## src/ccsr_pkg.sv

```systemverilog
// constants, types and register layout for the converter control and status registers
// Operation
// - forced_high_impedance set holds high-impedance state, overriding enable pin and enable_override.
// - forced_high_impedance clear lets the device enter output_on_state under enable conditions.
// - accepted watchdog_kick write restarts the watchdog timer; bit self-clears to 0.
// - min_switch_freq_floor set keeps switching frequency at or above 31.25kHz.
// - defaults_restore write of 1 returns every register to default; reads back 0.
// - shutdown after 8 or 16 consecutive current limit cycles unless disabled.
// - switch_peak_current_limit selects 8.5A when 0 and 10A when 1.
// - aux_regulator_on switches auxiliary regulator off at 0, on at 1; default 1.
// - watchdog_period: 00 disabled, 01 80s, 10 160s, 11 320s.
// - disabled watchdog setting clears the timer count to zero.
// - irq_pin_level shows 0 when pin driven low, 1 when released.
// - enable_pin_level shows present enable pin level.
// - system_state reports 00 high-impedance, 10 output_on_state; 11 never used.
// - thermal_regulating reads 1 while thermal regulation is active.
// - watchdog expiry while enabled sets the latched watchdog_expiry_flag.
// - host read of watchdog register, or disabling, clears the watchdog timer.
package ccsr_pkg;
    // register offsets
    localparam logic [7:0] REG_CTRL_ONE = 8'h00;
    localparam logic [7:0] REG_CTRL_TWO = 8'h01;
    localparam logic [7:0] REG_GEN_STATUS = 8'h02;
    localparam logic [7:0] REG_THERM_STATUS = 8'h03;
    localparam logic [7:0] REG_RESERVED = 8'h04;
    // main_control_one fields
    localparam int CTRL1_HIZ_BIT = 7;
    localparam int CTRL1_KICK_BIT = 2;
    localparam int CTRL1_FLOOR_BIT = 1;
    localparam int CTRL1_RESTORE_BIT = 0;
    localparam logic [7:0] CTRL1_RESET = 8'h00;
    // main_control_two fields
    localparam int CTRL2_OCP_DIS_BIT = 6;
    localparam int CTRL2_ILIM_BIT = 4;
    localparam int CTRL2_AUX_BIT = 2;
    localparam int CTRL2_WDP_LSB = 0;
    localparam logic [7:0] CTRL2_RESET = 8'hB4;
    localparam logic [7:0] CTRL2_RSVD_MASK = 8'hA8;
    // status fields
    localparam int STAT_IRQ_BIT = 6;
    localparam int STAT_EN_BIT = 5;
    localparam int STAT_SYS_LSB = 0;
    localparam int THERM_ACTIVE_BIT = 6;
    localparam logic [1:0] SYS_CODE_HIZ = 2'h0;
    localparam logic [1:0] SYS_CODE_ON = 2'h2;
    // serial port
    localparam logic [6:0] I2C_DEV_ADDR = 7'h24;
    localparam logic [3:0] I2C_BITS_PER_BYTE = 4'h8;
    // watchdog periods
    localparam logic [1:0] WDP_OFF = 2'h0;
    localparam logic [1:0] WDP_80S = 2'h1;
    localparam logic [1:0] WDP_160S = 2'h2;
    localparam int WDP_W = 2;
    localparam int WD_CNT_W = 36;
    localparam longint unsigned CLK_HZ = 64'd100_000_000;
    localparam longint unsigned WD_BASE_S = 64'd80;
    localparam longint unsigned WD_BASE_CYC = WD_BASE_S * CLK_HZ;
    // overcurrent shutdown run lengths
    localparam logic [4:0] OCP_RUN_SHORT = 5'h08;
    localparam logic [4:0] OCP_RUN_LONG = 5'h10;
    // frequency floor: 31.25kHz is a 32000ns period, rounded down to cycles
    localparam int CLK_PERIOD_NS = 10;
    localparam int FLOOR_PERIOD_NS = 32000;
    localparam logic [11:0] FLOOR_CYC = 12'(FLOOR_PERIOD_NS / CLK_PERIOD_NS);

    typedef enum logic [3:0] {
        I2C_IDLE, I2C_ADDR, I2C_ADDR_ACK, I2C_PTR, I2C_PTR_ACK,
        I2C_WDATA, I2C_WACK, I2C_RDATA, I2C_RACK
    } ccsr_i2c_state_t;

    typedef enum logic {
        SYS_HIZ, SYS_ON
    } ccsr_sys_state_t;
endpackage : ccsr_pkg

```

## src/ccsr_wd_if.sv

```systemverilog
// link between the register bank and its watchdog timer
interface ccsr_wd_if;
    import ccsr_pkg::*;
    logic [WDP_W-1:0] period;
    logic kick;
    logic read_clr;
    logic expired;
    modport ctrl (output period, output kick, output read_clr, input expired);
    modport timer (input period, input kick, input read_clr, output expired);
endinterface : ccsr_wd_if

```

## src/ccsr_top.sv

```systemverilog
// converter control and status register bank behind a two-wire serial slave port
module ccsr_top
    import ccsr_pkg::*;
#(
    parameter longint unsigned WD_BASE_CYCLES = WD_BASE_CYC
) (
    input wire logic ref_clk_i,
    input wire logic rst_i,
    // serial port pins
    input wire logic scl_i,
    input wire logic sda_i,
    output logic sda_o,
    output logic sda_oe_n_o,
    // enable conditions
    input wire logic en_pin_i,
    input wire logic enable_override_i,
    // converter feedback
    input wire logic sw_cycle_i,
    input wire logic ilim_trip_i,
    input wire logic ocp_long_run_i,
    input wire logic thermal_reg_i,
    input wire logic irq_assert_i,
    // interrupt_request_pin, open drain
    output logic irq_pin_o,
    output logic irq_pin_oe_n_o,
    // converter controls
    output logic output_on_o,
    output logic ilim_high_o,
    output logic aux_regulator_on_o,
    output logic freq_floor_en_o,
    output logic force_cycle_o,
    output logic ocp_shutdown_o,
    output logic watchdog_expiry_o
);
    // serial slave state
    ccsr_i2c_state_t i2c_ff;
    logic scl_q_ff;
    logic sda_q_ff;
    logic [3:0] bit_cnt_ff;
    logic [7:0] shift_ff;
    logic [7:0] ptr_ff;
    logic rw_ff;
    logic sda_oe_n_ff;
    logic drive_low_ff;

    // control fields
    logic hiz_ff;
    logic floor_ff;
    logic ocp_dis_ff;
    logic ilim_ff;
    logic aux_ff;
    logic [WDP_W-1:0] wdp_ff;
    logic kick_ff;
    logic wd_read_ff;
    logic wd_flag_ff;

    // status and converter side
    ccsr_sys_state_t sys_ff;
    logic en_lvl_ff;
    logic therm_ff;
    logic irq_oe_n_ff;
    logic [4:0] ocp_cnt_ff;
    logic ocp_latched_ff;
    logic [11:0] floor_cnt_ff;
    logic force_ff;

    // decoded events
    logic scl_rise;
    logic scl_fall;
    logic start_cond;
    logic stop_cond;
    logic byte_done;
    logic wr_commit;
    logic rd_load;
    logic restore;
    logic [7:0] rd_data;
    logic [4:0] ocp_run;

    ccsr_wd_if wd_if ();

    // byte returned for a register pointer; unmapped and reserved read zero
    function automatic logic [7:0] reg_read(input logic [7:0] addr);
        logic [7:0] v;
        v = 8'h00;
        case (addr)
            REG_CTRL_ONE: begin
                v[CTRL1_HIZ_BIT] = hiz_ff;
                v[CTRL1_FLOOR_BIT] = floor_ff; // kick and restore always read 0
            end
            REG_CTRL_TWO: begin
                v = CTRL2_RESET & CTRL2_RSVD_MASK;
                v[CTRL2_OCP_DIS_BIT] = ocp_dis_ff;
                v[CTRL2_ILIM_BIT] = ilim_ff;
                v[CTRL2_AUX_BIT] = aux_ff;
                v[CTRL2_WDP_LSB +: WDP_W] = wdp_ff;
            end
            REG_GEN_STATUS: begin
                v[STAT_IRQ_BIT] = irq_oe_n_ff;
                v[STAT_EN_BIT] = en_lvl_ff;
                v[STAT_SYS_LSB +: 2] = (sys_ff == SYS_ON) ? SYS_CODE_ON : SYS_CODE_HIZ;
            end
            REG_THERM_STATUS: begin
                v[THERM_ACTIVE_BIT] = therm_ff;
            end
            default: v = 8'h00;
        endcase
        return v;
    endfunction : reg_read

    // pins are synchronous; one stage of history gives the edges
    assign scl_rise = scl_i & ~scl_q_ff;
    assign scl_fall = ~scl_i & scl_q_ff;
    assign start_cond = scl_i & scl_q_ff & sda_q_ff & ~sda_i;
    assign stop_cond = scl_i & scl_q_ff & ~sda_q_ff & sda_i;
    assign byte_done = scl_fall && (bit_cnt_ff == I2C_BITS_PER_BYTE);

    // a write lands on the falling edge after its eighth bit
    assign wr_commit = (i2c_ff == I2C_WDATA) && byte_done && !start_cond && !stop_cond;
    assign rd_load = scl_fall && !start_cond && !stop_cond &&
        (((i2c_ff == I2C_ADDR_ACK) && rw_ff) || (i2c_ff == I2C_RACK));
    assign rd_data = reg_read(ptr_ff);
    assign restore = wr_commit && (ptr_ff == REG_CTRL_ONE) && shift_ff[CTRL1_RESTORE_BIT];

    always_ff @(posedge ref_clk_i) begin
        if (rst_i) begin
            scl_q_ff <= 1'b1;
            sda_q_ff <= 1'b1;
        end else begin
            scl_q_ff <= scl_i;
            sda_q_ff <= sda_i;
        end
    end

    // serial slave: address, pointer, then data bytes with auto-increment
    always_ff @(posedge ref_clk_i) begin
        if (rst_i) begin
            i2c_ff <= I2C_IDLE;
            bit_cnt_ff <= 4'h0;
            shift_ff <= 8'h00;
            ptr_ff <= 8'h00;
            rw_ff <= 1'b0;
            sda_oe_n_ff <= 1'b1;
        end else if (start_cond) begin
            i2c_ff <= I2C_ADDR;
            bit_cnt_ff <= 4'h0;
            sda_oe_n_ff <= 1'b1;
        end else if (stop_cond) begin
            i2c_ff <= I2C_IDLE;
            sda_oe_n_ff <= 1'b1;
        end else begin
            case (i2c_ff)
                I2C_ADDR, I2C_PTR, I2C_WDATA: begin
                    if (scl_rise) begin
                        shift_ff <= {shift_ff[6:0], sda_i};
                        bit_cnt_ff <= bit_cnt_ff + 4'h1;
                    end else if (byte_done) begin
                        bit_cnt_ff <= 4'h0;
                        sda_oe_n_ff <= 1'b0; // acknowledge by pulling low
                        if (i2c_ff == I2C_ADDR) begin
                            if (shift_ff[7:1] == I2C_DEV_ADDR) begin
                                rw_ff <= shift_ff[0];
                                i2c_ff <= I2C_ADDR_ACK;
                            end else begin
                                sda_oe_n_ff <= 1'b1; // not ours, stay off the bus
                                i2c_ff <= I2C_IDLE;
                            end
                        end else if (i2c_ff == I2C_PTR) begin
                            ptr_ff <= shift_ff;
                            i2c_ff <= I2C_PTR_ACK;
                        end else begin
                            ptr_ff <= ptr_ff + 8'h01;
                            i2c_ff <= I2C_WACK;
                        end
                    end
                end
                I2C_ADDR_ACK: begin
                    if (scl_fall) begin
                        if (rw_ff) begin
                            sda_oe_n_ff <= rd_data[7];
                            shift_ff <= {rd_data[6:0], 1'b0};
                            ptr_ff <= ptr_ff + 8'h01;
                            i2c_ff <= I2C_RDATA;
                        end else begin
                            sda_oe_n_ff <= 1'b1;
                            i2c_ff <= I2C_PTR;
                        end
                    end
                end
                I2C_PTR_ACK, I2C_WACK: begin
                    if (scl_fall) begin
                        sda_oe_n_ff <= 1'b1;
                        i2c_ff <= I2C_WDATA;
                    end
                end
                I2C_RDATA: begin
                    if (scl_rise) begin
                        bit_cnt_ff <= bit_cnt_ff + 4'h1;
                    end else if (byte_done) begin
                        bit_cnt_ff <= 4'h0;
                        sda_oe_n_ff <= 1'b1; // release for the host acknowledge
                        i2c_ff <= I2C_RACK;
                    end else if (scl_fall) begin
                        sda_oe_n_ff <= shift_ff[7];
                        shift_ff <= {shift_ff[6:0], 1'b0};
                    end
                end
                I2C_RACK: begin
                    if (scl_rise && sda_i) begin
                        i2c_ff <= I2C_IDLE; // not acknowledged: host ends the read
                    end else if (scl_fall) begin
                        sda_oe_n_ff <= rd_data[7];
                        shift_ff <= {rd_data[6:0], 1'b0};
                        ptr_ff <= ptr_ff + 8'h01;
                        i2c_ff <= I2C_RDATA;
                    end
                end
                default: begin
                    sda_oe_n_ff <= 1'b1;
                    bit_cnt_ff <= 4'h0;
                end
            endcase
        end
    end

    // the low level on both open-drain pins never changes; only the enables move
    always_ff @(posedge ref_clk_i) begin
        drive_low_ff <= 1'b0;
    end

    // control register writes; restore wins over any field in the same byte
    always_ff @(posedge ref_clk_i) begin
        if (rst_i || restore) begin
            hiz_ff <= CTRL1_RESET[CTRL1_HIZ_BIT];
            floor_ff <= CTRL1_RESET[CTRL1_FLOOR_BIT];
            ocp_dis_ff <= CTRL2_RESET[CTRL2_OCP_DIS_BIT];
            ilim_ff <= CTRL2_RESET[CTRL2_ILIM_BIT];
            aux_ff <= CTRL2_RESET[CTRL2_AUX_BIT];
            wdp_ff <= CTRL2_RESET[CTRL2_WDP_LSB +: WDP_W];
        end else if (wr_commit && ptr_ff == REG_CTRL_ONE) begin
            hiz_ff <= shift_ff[CTRL1_HIZ_BIT];
            floor_ff <= shift_ff[CTRL1_FLOOR_BIT];
        end else if (wr_commit && ptr_ff == REG_CTRL_TWO) begin
            ocp_dis_ff <= shift_ff[CTRL2_OCP_DIS_BIT];
            ilim_ff <= shift_ff[CTRL2_ILIM_BIT];
            aux_ff <= shift_ff[CTRL2_AUX_BIT];
            wdp_ff <= shift_ff[CTRL2_WDP_LSB +: WDP_W];
        end
        // status and reserved offsets store nothing
    end

    // kick and watchdog-read are one-cycle strobes; the kick bit never holds a 1
    always_ff @(posedge ref_clk_i) begin
        if (rst_i) begin
            kick_ff <= 1'b0;
            wd_read_ff <= 1'b0;
        end else begin
            kick_ff <= wr_commit && (ptr_ff == REG_CTRL_ONE) && shift_ff[CTRL1_KICK_BIT];
            wd_read_ff <= rd_load && (ptr_ff == REG_CTRL_TWO);
        end
    end

    assign wd_if.period = wdp_ff;
    assign wd_if.kick = kick_ff;
    assign wd_if.read_clr = wd_read_ff;

    ccsr_watchdog #(
        .WD_BASE_CYCLES(WD_BASE_CYCLES)
    ) u_watchdog (
        .ref_clk_i(ref_clk_i),
        .rst_i(rst_i),
        .wd(wd_if.timer)
    );

    // expiry flag is latched; an expiry in the restore cycle still sets it
    always_ff @(posedge ref_clk_i) begin
        if (rst_i) begin
            wd_flag_ff <= 1'b0;
        end else if (wd_if.expired) begin
            wd_flag_ff <= 1'b1;
        end else if (restore) begin
            wd_flag_ff <= 1'b0;
        end
    end

    // sampled pin and converter levels for the status bytes
    always_ff @(posedge ref_clk_i) begin
        if (rst_i) begin
            en_lvl_ff <= 1'b0;
            therm_ff <= 1'b0;
            irq_oe_n_ff <= 1'b1;
        end else begin
            en_lvl_ff <= en_pin_i;
            therm_ff <= thermal_reg_i;
            irq_oe_n_ff <= ~irq_assert_i;
        end
    end

    // top-level state: forced high impedance beats every enable source
    always_ff @(posedge ref_clk_i) begin
        if (rst_i) begin
            sys_ff <= SYS_HIZ;
        end else begin
            case (sys_ff)
                SYS_HIZ: begin
                    if (!hiz_ff && (en_pin_i || enable_override_i) && !ocp_latched_ff) begin
                        sys_ff <= SYS_ON;
                    end
                end
                SYS_ON: begin
                    if (hiz_ff || !(en_pin_i || enable_override_i) || ocp_latched_ff) begin
                        sys_ff <= SYS_HIZ;
                    end
                end
                default: sys_ff <= SYS_HIZ;
            endcase
        end
    end

    // consecutive limit cycles; the latch holds the converter off until restore or disable
    assign ocp_run = ocp_long_run_i ? OCP_RUN_LONG : OCP_RUN_SHORT;

    always_ff @(posedge ref_clk_i) begin
        if (rst_i || restore) begin
            ocp_cnt_ff <= 5'h00;
            ocp_latched_ff <= 1'b0;
        end else begin
            if (sw_cycle_i) begin
                if (!ilim_trip_i) begin
                    ocp_cnt_ff <= 5'h00;
                end else if (ocp_cnt_ff < ocp_run) begin
                    ocp_cnt_ff <= ocp_cnt_ff + 5'h01;
                end
            end
            if (ocp_dis_ff) begin
                ocp_latched_ff <= 1'b0;
            end else if (sw_cycle_i && ilim_trip_i && (ocp_cnt_ff + 5'h01 >= ocp_run)) begin
                ocp_latched_ff <= 1'b1;
            end
        end
    end

    // frequency floor: fill in a cycle when the converter goes quiet too long
    always_ff @(posedge ref_clk_i) begin
        if (rst_i || !floor_ff || sw_cycle_i) begin
            floor_cnt_ff <= 12'h000;
            force_ff <= 1'b0;
        end else if (floor_cnt_ff >= FLOOR_CYC - 12'h001) begin
            floor_cnt_ff <= 12'h000;
            force_ff <= 1'b1;
        end else begin
            floor_cnt_ff <= floor_cnt_ff + 12'h001;
            force_ff <= 1'b0;
        end
    end

    assign sda_o = drive_low_ff;
    assign sda_oe_n_o = sda_oe_n_ff;
    assign irq_pin_o = drive_low_ff;
    assign irq_pin_oe_n_o = irq_oe_n_ff;
    assign output_on_o = (sys_ff == SYS_ON);
    assign ilim_high_o = ilim_ff;
    assign aux_regulator_on_o = aux_ff;
    assign freq_floor_en_o = floor_ff;
    assign force_cycle_o = force_ff;
    assign ocp_shutdown_o = ocp_latched_ff;
    assign watchdog_expiry_o = wd_flag_ff;
endmodule : ccsr_top

```

## src/ccsr_watchdog.sv

```systemverilog
// host watchdog timer with selectable period
module ccsr_watchdog
    import ccsr_pkg::*;
#(
    parameter longint unsigned WD_BASE_CYCLES = WD_BASE_CYC
) (
    input wire logic ref_clk_i,
    input wire logic rst_i,
    ccsr_wd_if.timer wd
);
    logic [WD_CNT_W-1:0] cnt_ff;
    logic expired_ff;

    // timeout length in cycles for a period code
    function automatic logic [WD_CNT_W-1:0] wd_limit(input logic [WDP_W-1:0] code);
        logic [WD_CNT_W-1:0] base;
        base = WD_CNT_W'(WD_BASE_CYCLES);
        case (code)
            WDP_80S: wd_limit = base;
            WDP_160S: wd_limit = base << 1;
            default: wd_limit = base << 2;
        endcase
    endfunction : wd_limit

    assign wd.expired = expired_ff;

    // count up while enabled; a kick, a read or disabling starts again from zero
    always_ff @(posedge ref_clk_i) begin
        if (rst_i) begin
            cnt_ff <= '0;
            expired_ff <= 1'b0;
        end else if (wd.period == WDP_OFF) begin
            cnt_ff <= '0;
            expired_ff <= 1'b0;
        end else if (wd.kick || wd.read_clr) begin
            cnt_ff <= '0;
            expired_ff <= 1'b0;
        end else if (cnt_ff >= wd_limit(wd.period) - 1'b1) begin
            cnt_ff <= '0;
            expired_ff <= 1'b1;
        end else begin
            cnt_ff <= cnt_ff + 1'b1;
            expired_ff <= 1'b0;
        end
    end
endmodule : ccsr_watchdog

```

## config.mk

```make
export PLATFORM = sky130hd
export DESIGN_NAME = ccsr_top
export DESIGN_NICKNAME = d
export VERILOG_FILES = /design/src/ccsr_pkg.sv /design/src/ccsr_wd_if.sv /design/src/ccsr_top.sv /design/src/ccsr_watchdog.sv
export SDC_FILE = /design/constraint.sdc
export NUM_CORES = 1
export LEC_CHECK = 0
export BUFFER_PORTS_ARGS = -buffer_cell sky130_fd_sc_hd__buf_2
export CELL_PAD_IN_SITES_DETAIL_PLACEMENT = 2
export CELL_PAD_IN_SITES_GLOBAL_PLACEMENT = 2
export CORE_UTILIZATION = 39
export DETAILED_ROUTE_END_ITERATION = 12
export PLACE_DENSITY = 0.92
export SETUP_SLACK_MARGIN = 0.5
export SLEW_MARGIN = 0
export SYNTH_ARGS = -nofsm -noshare
export SYNTH_HDL_FRONTEND = slang
export SYNTH_HIERARCHICAL = 1
export SYNTH_SLANG_ARGS = --single-unit
```

## constraint.sdc

```tcl
create_clock -name ref_clk_i -period 3.8 [get_ports ref_clk_i]
set_input_delay 0.76 -clock ref_clk_i [delete_from_list [all_inputs] [get_ports ref_clk_i]]
set_output_delay 0.76 -clock ref_clk_i [all_outputs]
set_load 0.02 [all_outputs]
```

==> impl_metrics.toml <==
[run_status]
status = "finished, final reports clean"

[floorplanning]
start_util = 0.398
die_h_um = 124
row_count = 44
dieArea_um2 = 15300
ios = 22
die_x_um = 124
coreArea_um2 = 14500

[clock_tree]
clock_sink_count = 98
cts_tree = "yes"
clock_path_buffers = 2
cts.htree.levels = 3
cts_root_buf = "clkbuf_16"
path_clk_slew_ps = 80
insertion_delay_ps = 360
cts_hold_buf = 0
postCtsSetupBuffers = 0
ctsResizeCount = 0
cts_made_buffers = 9

[synthesis]
synth_commonest_cells = "dfxtp_1 (98), nor2_1 (54), nor3_1 (43), ha_1 (40), nand2_1 (40)"
async_reset_ff_frac = 0
yosys-top-cells-area = "dfxtp_1 (34%), ha_1 (8.7%), xor2_1 (5.3%)"
synth_edf_count = 0
ys.flop_type = "dfxtp_1"
yosys_warnings = 6
synth_top_area_share = 0.340
synth_top_area_cell = "dfxtp_1"
syn_area_per_cell_um2 = 8.61
syn_area_um2 = 5770
ys_ff_latch = 98
synth_cells = 670
ys_seq_area_frac = 0.340
yosysMostFrequentCell = "dfxtp_1"
synth_cell_type_count = 81

[sta]
period_share = 0.801
slew_headroom = 0.316
setup_viol = 0
hold_violations = 0
grt_setup_unrepaired = "false"
drv_slew = 0
max_freq_ghz = 0.329
fin_setup_tns_ps = 0
worst_pin_slew_ps = 1020
fin_crit_ps = 3040
worst_clock_skew_ps = 12.1
hold-worst-slack_ps = 464

[critical_path]
path_max_fanout = 29
max_stage_delay_ps = 440
worstSetupStartpoint = "wd_if.period[1]"
cpMaxStageDelayCell = "dfxtp_1"
critPathCaptureType = "flip-flop"
worstSetupPathType = "flip-flop to flip-flop"
r2r-start = "wd_if.period[1]"
cp.arrival_ps = 3240
worstPathRequired_ps = 4000
start_kind = "flip-flop"
path_cells = "inv_1, ha_1, inv_1, ha_1, nand4_1, nor3_1, a211oi_1, o211ai_1, buf_4, nor3_1"

[finish]
finalNetCount = 726
final.fill_count = 1612
diodes = 0
layout-drive-gt1-share = 0.100
areaGrowthSynthToFinish_pct = 8.89

[pwr]
p_int_w = 0.00157
p_per_area_nw_per_um2 = 332
power_frac_seq = 0.498
clkPwrFrac = 0.462
power.leakage_nw = 2.26
netSwitchingPower_w = 0.000513
ir_worst_vdd_mv = 0.209
p_sw_frac = 0.246
power_frac_comb = 0.040

[drt]
drt_wl_total_mm = 19.4
wl_per_cell_um = 22.4
vias = 5293
drtIter0Drc = 346
viasPerCell = 6.13
drt-pass1-iter-count = 4
drc = 0
ant_nets = 0

[global_routing]
antenna_found_initial = 0
grtUsageTotal = 0.264
grt_pass1_vias = 5821
grt_max_degree = 37
use_met1 = 0.300
grt-busiest-layer = "met2"
use_met2 = 0.485
grt-ovfl-total = 0
grt.met3_usage = 0.0362
grt_pass1_wl_mm = 30.9

[hold_path]
worstHoldPathType = "flip-flop to flip-flop"
hp-start = "u_watchdog/wd.expired"

[placed_design]
hpwl_mm = 13.7
io_buffers = 19
gp_congestion = 0.839

[flow_run]
maxCapViolations = 0
[cell usage in the layout (no fill, tap or decap), types with 5 or more instances in the layout]
cell type	synthesis	final
dfxtp_1	98	98
nor2_1	54	54
nor3_1	43	43
nand2_1	40	40
ha_1	40	40
nand3_1	38	38
a21oi_1	38	38
xor2_1	35	35
nand4_1	25	25
inv_1	21	21
buf_2	8	19
o21ai_0	18	18
xnor2_1	16	16
nor2b_1	12	12
and3_1	10	10
nand2b_1	9	9
clkbuf_16	0	9
mux2i_1	8	8
buf_4	2	8
nor4_1	7	7
o31ai_1	6	6
and4_1	6	6
o211ai_1	6	6
and2_1	5	5
a211oi_1	5	5
a31oi_1	5	5
[final cells by class]
cell class | count | area (um2) | share of cell area
Clock buffer | 9 | 225 | 0.0359
Tap cell | 184 | 230 | 0.0367
Sequential cell | 98 | 1960 | 0.312
Inverter | 21 | 78.8 | 0.0125
Clock inverter | 7 | 73.8 | 0.0118
Timing Repair Buffer | 27 | 155 | 0.0247
Multi-Input combinational cell | 518 | 3560 | 0.566
[kinds of logic after synthesis]
kind of cell / count (synthesis) / synth area share
AO/OA/AOI/OAI: 132 / 0.164
XOR/XNOR: 51 / 0.0774
adder cells (fa/ha/maj): 40 / 0.0868
buffers and inverters: 55 / 0.0440
flip-flops: 98 / 0.340
multiplexers: 9 / 0.0158
other: 2 / 0.00130
AND/OR/NAND/NOR: 283 / 0.270
[worst max-delay path, delay by kind of cell (launching register included)]
kind | cells | cell delay, ps
fa+ha+maj | 2 | 780
buf+inv | 3 | 660
simple gates | 3 | 600
flops | 1 | 440
compound gates | 2 | 380
[per-layer routing]
layer | vias to the layer above | share of wire
li1 | 2460 | -
met1 | 2673 | 0.41
met2 | 116 | 0.53
met3 | 44 | 0.031
met4 | 0 | 0.028
met5 | - | 0
[path summary, 6_finish.rpt]
kind                      endpoint  slack [ps]  depth (start not counted)
min              watchdog_expiry_o         460                          2
max          u_watchdog/cnt_ff[25]         760                         10
max reg2reg  u_watchdog/cnt_ff[25]         760                         10
min reg2reg      watchdog_expiry_o         460                          2
[registers in the layout, indices dropped and copies added, names as in the netlist, 2 cells and up]
signal,count
bit_cnt_ff,4
ptr_ff,8
wd_if.period,2
floor_cnt_ff,12
shift_ff,8
u_watchdog/cnt_ff,36
ocp_cnt_ff,5
i2c_ff,4
[power groups by stage]
stage / clock, W / combinational [W] / sequential (W)
floorplan: 0 / 0.0000556 / 0.00106
global placement: 0 / 0.0000749 / 0.00106
detailed placement: 0 / 0.0000816 / 0.00106
CTS: 0.000981 / 0.0000833 / 0.00104
global route: 0.00102 / 0.0000895 / 0.00104
finish: 0.000964 / 0.0000834 / 0.00104
[per-stage QoR]
step            util  power [W]  instance area [um2]  std cells  worst slack, ps
5_1_grt        0.434    0.00215                 6280        864              608
4_1_cts        0.434    0.00211                 6280        864              777
3_5_place_dp   0.413    0.00115                 5980        848              860
2_1_floorplan      -    0.00112                 5770        671             1170
6_report       0.434    0.00209                 6280        864              757
3_3_place_gp   0.413    0.00114                 5980        848             1070
(Power assumes the default switching activity.)
